### src/common/pasc_pkg.sv
// Purpose: constants and types for the positive alarm sequence controller
// Assumes: 10 MHz system clock, one panel reset pulse input
// Notes: zone count is a module parameter; timing counts derive from clock
package pasc_pkg;
  // ****************************************************
  // timing
  // ****************************************************
  localparam int unsigned CLK_HZ = 10_000_000;
  localparam int unsigned ACK_WINDOW_S = 15;
  localparam int unsigned INVESTIGATE_S = 180;
  // longest time fits TMR_W bits; whole seconds divide exactly
  localparam int unsigned ACK_CYCLES = ACK_WINDOW_S * CLK_HZ;
  localparam int unsigned INVESTIGATE_CYCLES = INVESTIGATE_S * CLK_HZ;
  localparam int unsigned TMR_W = 32;

  // ****************************************************
  // states and carriers
  // ****************************************************
  typedef enum logic [1:0] {
    PASC_IDLE,
    PASC_WAIT_ACK,
    PASC_INVESTIGATE,
    PASC_NOTIFY
  } pasc_state_t;

  typedef struct packed {
    logic buzzer;
    logic display_msg;
    logic trouble;
  } pasc_annunc_t;
endpackage : pasc_pkg

### src/pasc_ctrl.sv
// Purpose: positive alarm sequence controller for per-zone notification
// Assumes: all field inputs are asynchronous levels; acknowledge and panel
//   reset are levels treated on their rising edge
// Notes: one sequence runs at a time; the first detector alarm owns it
`timescale 1ns/10ps
`default_nettype none
module pasc_ctrl
  import pasc_pkg::*;
#(
  parameter int ZONES = 8,
  parameter int unsigned ACK_CNT = ACK_CYCLES,
  parameter int unsigned INV_CNT = INVESTIGATE_CYCLES
) (
  // clock and reset
  input wire logic clk,
  input wire logic rst_n,
  // configuration
  input wire logic sequence_enable,
  // field inputs; detector and other initiating vectors carry one bit per zone
  input wire logic [ZONES-1:0] detector_alarm,
  input wire logic [ZONES-1:0] other_initiating,
  input wire logic acknowledge,
  input wire logic panel_reset,
  input wire logic sequence_bypass_input,
  // outputs
  output logic [ZONES-1:0] zone_notify,
  output pasc_pkg::pasc_annunc_t annunc,
  output pasc_pkg::pasc_state_t state
);
  import pasc_pkg::*;

  // refused at elaboration: the logic cannot serve these values
  if (ZONES < 1 || ZONES > 32 || ACK_CNT < 1 || INV_CNT < 1) begin : g_bad
    $error("pasc_ctrl: unsupported parameter value");
  end

  // ****************************************************
  // input synchronisation
  // ****************************************************
  localparam int SW = 2 * ZONES + 4;
  logic [SW-1:0] raw;
  logic [SW-1:0] syn;
  assign raw = {detector_alarm, other_initiating, acknowledge, panel_reset,
                sequence_bypass_input, sequence_enable};

  pasc_sync #(.W(SW)) u_sync (
    .clk(clk),
    .rst_n(rst_n),
    .din(raw),
    .dout(syn)
  );

  logic [ZONES-1:0] det_s;
  logic [ZONES-1:0] oth_s;
  logic ack_s;
  logic rst_s;
  logic byp_s;
  logic en_s;
  assign det_s = syn[SW-1 -: ZONES];
  assign oth_s = syn[ZONES+3 -: ZONES];
  assign ack_s = syn[3];
  assign rst_s = syn[2];
  assign byp_s = syn[1];
  assign en_s = syn[0];

  // lowest set bit as one-hot, used for picking the owning zone
  function automatic logic [ZONES-1:0] first_one(input logic [ZONES-1:0] v);
    first_one = v & (~v + 1'b1);
  endfunction : first_one

  // ****************************************************
  // state
  // ****************************************************
  typedef struct packed {
    pasc_state_t fsm;
    logic [TMR_W-1:0] tmr;
    logic [ZONES-1:0] owner;
    logic [ZONES-1:0] det_prev;
    logic ack_prev;
    logic rst_prev;
    logic [ZONES-1:0] notify;
    pasc_annunc_t ann;
  } pasc_st_t;
  pasc_st_t st_q;
  pasc_st_t st_d;

  logic active;
  logic ack_rise;
  logic rst_rise;
  logic [ZONES-1:0] det_new;
  logic [ZONES-1:0] other_det;
  assign active = en_s && !byp_s;
  assign ack_rise = ack_s && !st_q.ack_prev;
  assign rst_rise = rst_s && !st_q.rst_prev;
  assign det_new = det_s & ~st_q.det_prev;
  assign other_det = det_s & ~st_q.owner;

  always_comb begin
    st_d = st_q;
    st_d.det_prev = det_s;
    st_d.ack_prev = ack_s;
    st_d.rst_prev = rst_s;
    st_d.ann.trouble = byp_s;
    if (rst_rise) begin
      // panel reset wins over every pending event
      st_d.fsm = PASC_IDLE;
      st_d.tmr = '0;
      st_d.owner = '0;
      st_d.notify = '0;
      st_d.ann.buzzer = 1'b0;
      st_d.ann.display_msg = 1'b0;
    end else begin
      // bypassed or disabled: detectors go straight to notification
      if (!active) begin
        st_d.notify = st_q.notify | det_s;
      end
      st_d.notify = st_d.notify | oth_s;
      unique case (st_q.fsm)
        PASC_IDLE: begin
          if (active && |det_new) begin
            st_d.owner = first_one(det_new);
            st_d.tmr = '0;
            st_d.ann.buzzer = 1'b1;
            st_d.ann.display_msg = 1'b1;
            // panel already sounding: a fresh alarm gets no grace period
            if (|oth_s || |st_q.notify) begin
              st_d.fsm = PASC_NOTIFY;
              st_d.notify = st_d.notify | first_one(det_new);
            end else begin
              st_d.fsm = PASC_WAIT_ACK;
            end
          end
        end
        PASC_WAIT_ACK: begin
          st_d.tmr = st_q.tmr + 1'b1;
          if (|oth_s || |other_det || !active) begin
            st_d.fsm = PASC_NOTIFY;
            st_d.notify = st_d.notify | st_q.owner;
          end else if (ack_rise) begin
            st_d.fsm = PASC_INVESTIGATE;
            st_d.tmr = '0;
          end else if (st_q.tmr >= TMR_W'(ACK_CNT - 1)) begin
            st_d.fsm = PASC_NOTIFY;
            st_d.notify = st_d.notify | st_q.owner;
          end
        end
        PASC_INVESTIGATE: begin
          st_d.tmr = st_q.tmr + 1'b1;
          if (|oth_s || |other_det || !active) begin
            st_d.fsm = PASC_NOTIFY;
            st_d.notify = st_d.notify | st_q.owner;
          end else if (st_q.tmr >= TMR_W'(INV_CNT - 1)) begin
            st_d.fsm = PASC_NOTIFY;
            st_d.notify = st_d.notify | st_q.owner;
          end
        end
        PASC_NOTIFY: begin
          st_d.tmr = '0;
          st_d.notify = st_d.notify | st_q.owner;
        end
      endcase
    end
  end

  always_ff @(posedge clk or negedge rst_n) begin
    if (!rst_n) begin
      st_q <= '{fsm: PASC_IDLE, default: '0};
    end else begin
      st_q <= st_d;
    end
  end

  assign zone_notify = st_q.notify;
  assign annunc = st_q.ann;
  assign state = st_q.fsm;
endmodule : pasc_ctrl
`default_nettype wire

### src/pasc_sync.sv
// Purpose: two-flop synchroniser for a vector of pin inputs
// Assumes: inputs asynchronous to clk
// Notes: first stage is read only by the second stage
`timescale 1ns/10ps
`default_nettype none
module pasc_sync #(
  parameter int W = 1
) (
  // clock and reset
  input wire logic clk,
  input wire logic rst_n,
  // data
  input wire logic [W-1:0] din,
  output logic [W-1:0] dout
);
  if (W < 1) begin : g_bad_w
    $error("pasc_sync: width below one");
  end

  typedef struct packed {
    logic [W-1:0] s1;
    logic [W-1:0] s2;
  } pasc_sync_st_t;
  pasc_sync_st_t st_q;
  pasc_sync_st_t st_d;

  always_comb begin
    st_d = st_q;
    st_d.s1 = din;
    st_d.s2 = st_q.s1;
  end

  always_ff @(posedge clk or negedge rst_n) begin
    if (!rst_n) begin
      st_q <= '0;
    end else begin
      st_q <= st_d;
    end
  end

  assign dout = st_q.s2;
endmodule : pasc_sync
`default_nettype wire

### config.mk
export PLATFORM = sky130hd
export DESIGN_NAME = pasc_ctrl
export DESIGN_NICKNAME = d
export VERILOG_FILES = /design/src/common/pasc_pkg.sv /design/src/pasc_ctrl.sv /design/src/pasc_sync.sv
export SDC_FILE = /design/constraint.sdc
export NUM_CORES = 1
export LEC_CHECK = 0
export BUFFER_PORTS_ARGS = -buffer_cell sky130_fd_sc_hd__clkbuf_2
export CORE_MARGIN = 4
export CORE_UTILIZATION = 60
export CTS_BUF_LIST = sky130_fd_sc_hd__clkbuf_4 sky130_fd_sc_hd__clkbuf_8
export CTS_CLUSTER_DIAMETER = 150
export DETAILED_ROUTE_END_ITERATION = 10
export PLACE_DENSITY = 0.88
export SLEW_MARGIN = 5
export SYNTH_ARGS = -nofsm -noshare
export SYNTH_HDL_FRONTEND = slang
export SYNTH_SLANG_ARGS = --single-unit
### constraint.sdc
create_clock -name clk -period 2.4 [get_ports clk]
set_input_delay 0 -clock clk [delete_from_list [all_inputs] [get_ports clk]]
set_output_delay 0 -clock clk [all_outputs]
set_load 0.05 [all_outputs]
; Word level (Yosys, flattened, before mapping)
; Cells that the tools add are included.
[totals]
ff_bits = 103
in_bits = 22
output_inout_bits = 13
elab_cells = 78
[classes]
addsub = 2
n_lt_le_gt_ge = 2
n_eq_ne = 6
n_mux = 25
n_bitwise = 10
n_reduce_logical = 21
[op_table]
columns = operator, n
row1 = 32-bit one-hot mux with 4 select lines, 1
row2 = 42-bit two-way mux, 2
row3 = 8-bit two-way mux, 9
row4 = 32-bit two-way mux, 2
row5 = "32-bit by 1-bit adder with 32-bit output, second input constant", 1
row6 = "32-bit by 28-bit >= comparator with 1-bit output, second input constant", 1
row7 = "32-bit by 31-bit >= comparator with 1-bit output, second input constant", 1
row8 = 8-bit OR, 4
row9 = 8-bit one-hot mux with 4 select lines, 1
row10 = 8-bit OR reduction, 4
row11 = 8-bit bitwise AND, 3
row12 = 8-bit inverter, 3
row13 = 10-bit two-way mux, 2
row14 = 2-bit two-way mux, 7
row15 = "8-bit by 1-bit adder with 8-bit output, second input constant", 1
row16 = 2-bit one-hot mux with 3 select lines, 1
row17 = "5-bit inequality test, second input constant", 1
row18 = "2-bit equality test, second input constant", 2
row19 = 1-bit logical AND, 4
row20 = 1-bit logical NOT, 4
row21 = "4-bit inequality test, second input constant", 1
row22 = 4-bit AND reduction, 1
row23 = 2-bit nonzero test, 2
row24 = 4-bit nonzero test, 1
row25 = other kinds (5), 7

; Logic depth before layout (Yosys ltp)
[logic_depth]
word_depth = 11
depth_mapped = 8
mapped_depth_nobuf = 8

; By module
; Synthesis repeated with hierarchy kept, for this count alone.
[unflattened]
cells_unflattened = 476
hier_area_um2 = 4725.8
[by_module_without_submodules]
columns = mod, instances, cells_per_inst, area_each_um2, seq_area_each_um2
row1 = pasc_ctrl, 1, 436, 3724.8, 1551.5
row2 = pasc_sync, 1, 40, 1001.0, 1001.0

; Least setup slack after synthesis
; Ideal clock, no wire load.
[synth_path]
path_type = register -> register
start = reg u_sync.st_q (netlist bit u_sync.dout[5])
end = reg st_q (netlist bit zone_notify[0])
setup_time_ns = 0.148
t_arrival_ns = 2.021
required_time_ns = 2.252
path_slack_ns = 0.231
stages_incl_launch_ff = 7
path_buffers = 0
synth_period_minus_slack_ns = 2.169
cell_sequence = dfrtp_1 nor4_1 nand2_1 nor4_4 o2111ai_2 a2111oi_4 a211oi_1
[synth_lines]
columns = item, line_no
row1 = from (decl), pasc_sync.sv:24  ; pasc_sync_st_t st_q;
row2 = from (signal assigned), pasc_sync.sv:37  ; st_q <= st_d;
row3 = to (signal assigned), pasc_ctrl.sv:169  ; st_q <= st_d;
row4 = to (decl), pasc_ctrl.sv:84  ; pasc_st_t st_q;

==> results.sh <==
export IMPL_p_total_mw=5.47
export IMPL_diodes=0
export IMPL_syn_nets=495
export IMPL_cp_depth=6
export IMPL_ant_nets=0
export IMPL_ys_ff_latch=102
export IMPL_dp_hpwl_mm=8.22
export IMPL_place_inst=603
export IMPL_fin_area_um2=5780
export IMPL_die_y_um=97.6
export IMPL_place_area_um2=5200
export IMPL_async_flop_share_pct=100
export IMPL_via_count=4095
export IMPL_clk_pin_slew_ns=0.10
export IMPL_crit_path_start="st_q[47]"
export IMPL_drive_gt1_share_pct=19.3
export IMPL_synth_area_leaders="dfrtp_1 53%, o21ai_0 4.2%, a22o_1 3.5%, nor2_1 3.4%, nand2b_1 3.0%"
export IMPL_clock_path_buffers=2
export IMPL_reg2reg_depth=6
export IMPL_gp_congestion=0.902
export IMPL_ys_flop_type="dfrtp_1"
export IMPL_whs_ns=0.183
export IMPL_peakVddDrop_uv=832
export IMPL_worstReg2RegStart="st_q[47]"
export IMPL_grt_overflow=0
export IMPL_cts_made_buffers=9
export IMPL_viasPerCell=6.34
export IMPL_setup_tns_ns=0
export IMPL_drtIter0Drc=368
export IMPL_dr_pass1_iters=5
export IMPL_cts_tree="done"
export IMPL_final_setup_viol_count=0
export IMPL_leakagePower_nw=2.60
export IMPL_cts_root_buf="clkbuf_8"
export IMPL_antenna_found_initial=0
export IMPL_routedWlPerCell_um=19.2
export IMPL_period_share_pct=98.5
export IMPL_critPathBufInv=0
export IMPL_yosysWarningCount=0
export IMPL_grt_max_degree=53
export IMPL_drc=0
export IMPL_dp_slack_ns=-0.0112
export IMPL_htree_levels=3
export IMPL_worstPathRequired_ns=2.63
export IMPL_timing_final_ws_setup_ns=0.0367
export IMPL_finalClockSkew_ns=0.0150
export IMPL_status="complete, no violations"
export IMPL_rows=32
export IMPL_worstPathMaxFanout=6
export IMPL_final_hold_viol_count=0
export IMPL_arrival_ns=2.60
export IMPL_relSlewSlack_pct=56.5
export IMPL_fmax_mhz=423
export IMPL_critPathMaxStageDelay_ns=0.47
export IMPL_synth_area_um2=4820
export IMPL_io_buffers=34
export IMPL_syn_avg_cell_area_um2=10.3
export IMPL_grt_usage_pct=26.7
export IMPL_synth_cells_most_frequent="102 x dfrtp_1, 44 x nor2_1, 40 x o21ai_0"
export IMPL_p_per_area_nw_per_um2=946
export IMPL_worst_r2r_setup_slack_ns=0.04
export IMPL_worst_path_dominant_cell_family="compound AO/OA/AOI/OAI gates"
export IMPL_synth_most_common_cell="dfrtp_1"
export IMPL_io_pins=35
export IMPL_setup_worst_path_start_class="flip-flop"
export IMPL_drv_cap=0
export IMPL_worst_setup_path_type="flip-flop to flip-flop"
export IMPL_worst_path_max_delay_cell="dfrtp_1"
export IMPL_clk_latency_ns=0.38
export IMPL_dieWidth_um=97.6
export IMPL_crit_chain="nor4_1, and3b_1, o221ai_1, a21oi_1, a22oi_1, o311ai_0"
export IMPL_num_fill_cells=517
export IMPL_worstReg2RegEnd="zone_notify[6]"
export IMPL_start_util_pct=62.0
export IMPL_yosysTopAreaCell="dfrtp_1"
export IMPL_cts_sinks=102
export IMPL_syn_inst=468
export IMPL_hold_path_class="primary input to async pin"
export IMPL_setup_worst_path_end_class="flip-flop"
export IMPL_fin_crit_ns=2.36
export IMPL_synth_edff_count=0
export IMPL_synth_seq_area_share_pct=53.0
export IMPL_coreArea_um2=7770
export IMPL_worst_pin_slew_ns=0.652
export IMPL_synth_top_area_share_pct=53.0
export IMPL_cp_endpoint="zone_notify[6]"
export IMPL_yosysUniqueCellTypes=57
export IMPL_routed_wl_mm=12.4
export IMPL_fin_util_pct=74.4
export IMPL_slew_viol_final=0
export IMPL_grt_pass1_vias=4035
export IMPL_grt_first_pass_wirelength_mm=20.3
export IMPL_num_nets_final=566
export IMPL_stdcell_count=646
export IMPL_die_area_um2=9530
export IMPL_syn_to_final_growth_pct=20.0
power by group:
part / leakage (nW) / internal, mW / switching, mW
logic: 1.19 / 0.819 / 1.40
clock network: 0.119 / 0.612 / 0.636
registers: 1.29 / 1.87 / 0.135
total: 2.60 / 3.30 / 2.17
area by class of cell:
class | instances | area (um2) | share of cell area [%]
Clock inverter | 7 | 114 | 1.97
Sequential cell | 102 | 2550 | 44.2
Inverter | 13 | 48.8 | 0.844
Clock buffer | 9 | 124 | 2.14
Timing Repair Buffer | 89 | 691 | 11.9
Multi-Input combinational cell | 324 | 2120 | 36.7
Tap cell | 102 | 128 | 2.21
worst register-to-register path, cell delays in order (launching register included):
cell,delay (ns)
dfrtp_1,0.47
nor4_1,0.34
and3b_1,0.24
o221ai_1,0.18
a21oi_1,0.40
a22oi_1,0.16
o311ai_0,0.44
timing repair:
| action | in CTS | in global routing |
|---|---|---|
| setup endpoints to repair | 7 | 23 |
| hold endpoints to repair | 70 | 0 |
| cloned | 0 | 2 |
| hold buffers | 21 | 0 |
| pin swaps | 1 | 6 |
| setup buffers | 0 | 4 |
| gates resized for setup | 0 | 21 |
worst min path at each step:
| stage | start | endpoint | slack (ns) | cells after the start |
|---|---|---|---|---|
| floorplan | rst_n | annunc[0] | -0.30 | 0 |
| global placement | rst_n | u_sync.st_d[0] | 0.07 | 1 |
| detailed placement | rst_n | u_sync.st_d[1] | 0.08 | 1 |
| CTS | rst_n | u_sync.st_d[1] | 0.21 | 2 |
| global route | rst_n | u_sync.st_d[1] | 0.24 | 2 |
| finish | rst_n | st_q[26] | 0.18 | 2 |
flip-flops by register name (all words and copies together), names as in the netlist:
| signal | count |
|---|---|
| u_sync.st_d | 20 |
| u_sync.dout | 20 |
| zone_notify | 8 |
| state | 2 |
| st_q | 50 |
| annunc | 2 |
metal layers:
| metal | track usage (%) | share of wire (%) | vias to the layer above |
|---|---|---|---|
| met5 | 0 | 0 | - |
| met4 | 7.14 | 2.4 | 0 |
| met3 | 6.32 | 8.2 | 33 |
| met2 | 41.5 | 47 | 219 |
| met1 | 37.9 | 43 | 1991 |
| li1 | - | - | 1852 |
cell families (layout without fill, tap and decap cells):
kind of cell / count (synthesis) / in the layout / share of synthesized area (%)
muxes: 6 / 6 / 1.27
DFF: 102 / 102 / 53.0
AOI/OAI and AO/OA: 120 / 120 / 17.7
buffers and inverters: 42 / 118 / 4.44
and+or+nand+nor: 186 / 186 / 21.0
adders and majority gates: 5 / 5 / 1.30
xor gates and xnor gates: 7 / 7 / 1.27
cell usage in the layout, fill, tap and decap left out, types with 6 or more instances in the layout:
master,Yosys,final
clkbuf_2,1,33
buf_4,13,28
nor3_1,16,15
a22o_1,19,19
dlygate4sd3_1,0,21
nor4_1,16,12
o21ai_0,40,40
dfrtp_1,102,102
nand2b_1,23,23
inv_1,13,13
nand2_1,24,23
a21oi_1,16,15
nor2_1,44,43
xor2_1,6,6
clkbuf_8,0,9
nor2b_1,12,12
nand3_1,12,12
and3_1,7,7
nand4_1,11,11
(Power assumes the default switching activity.)
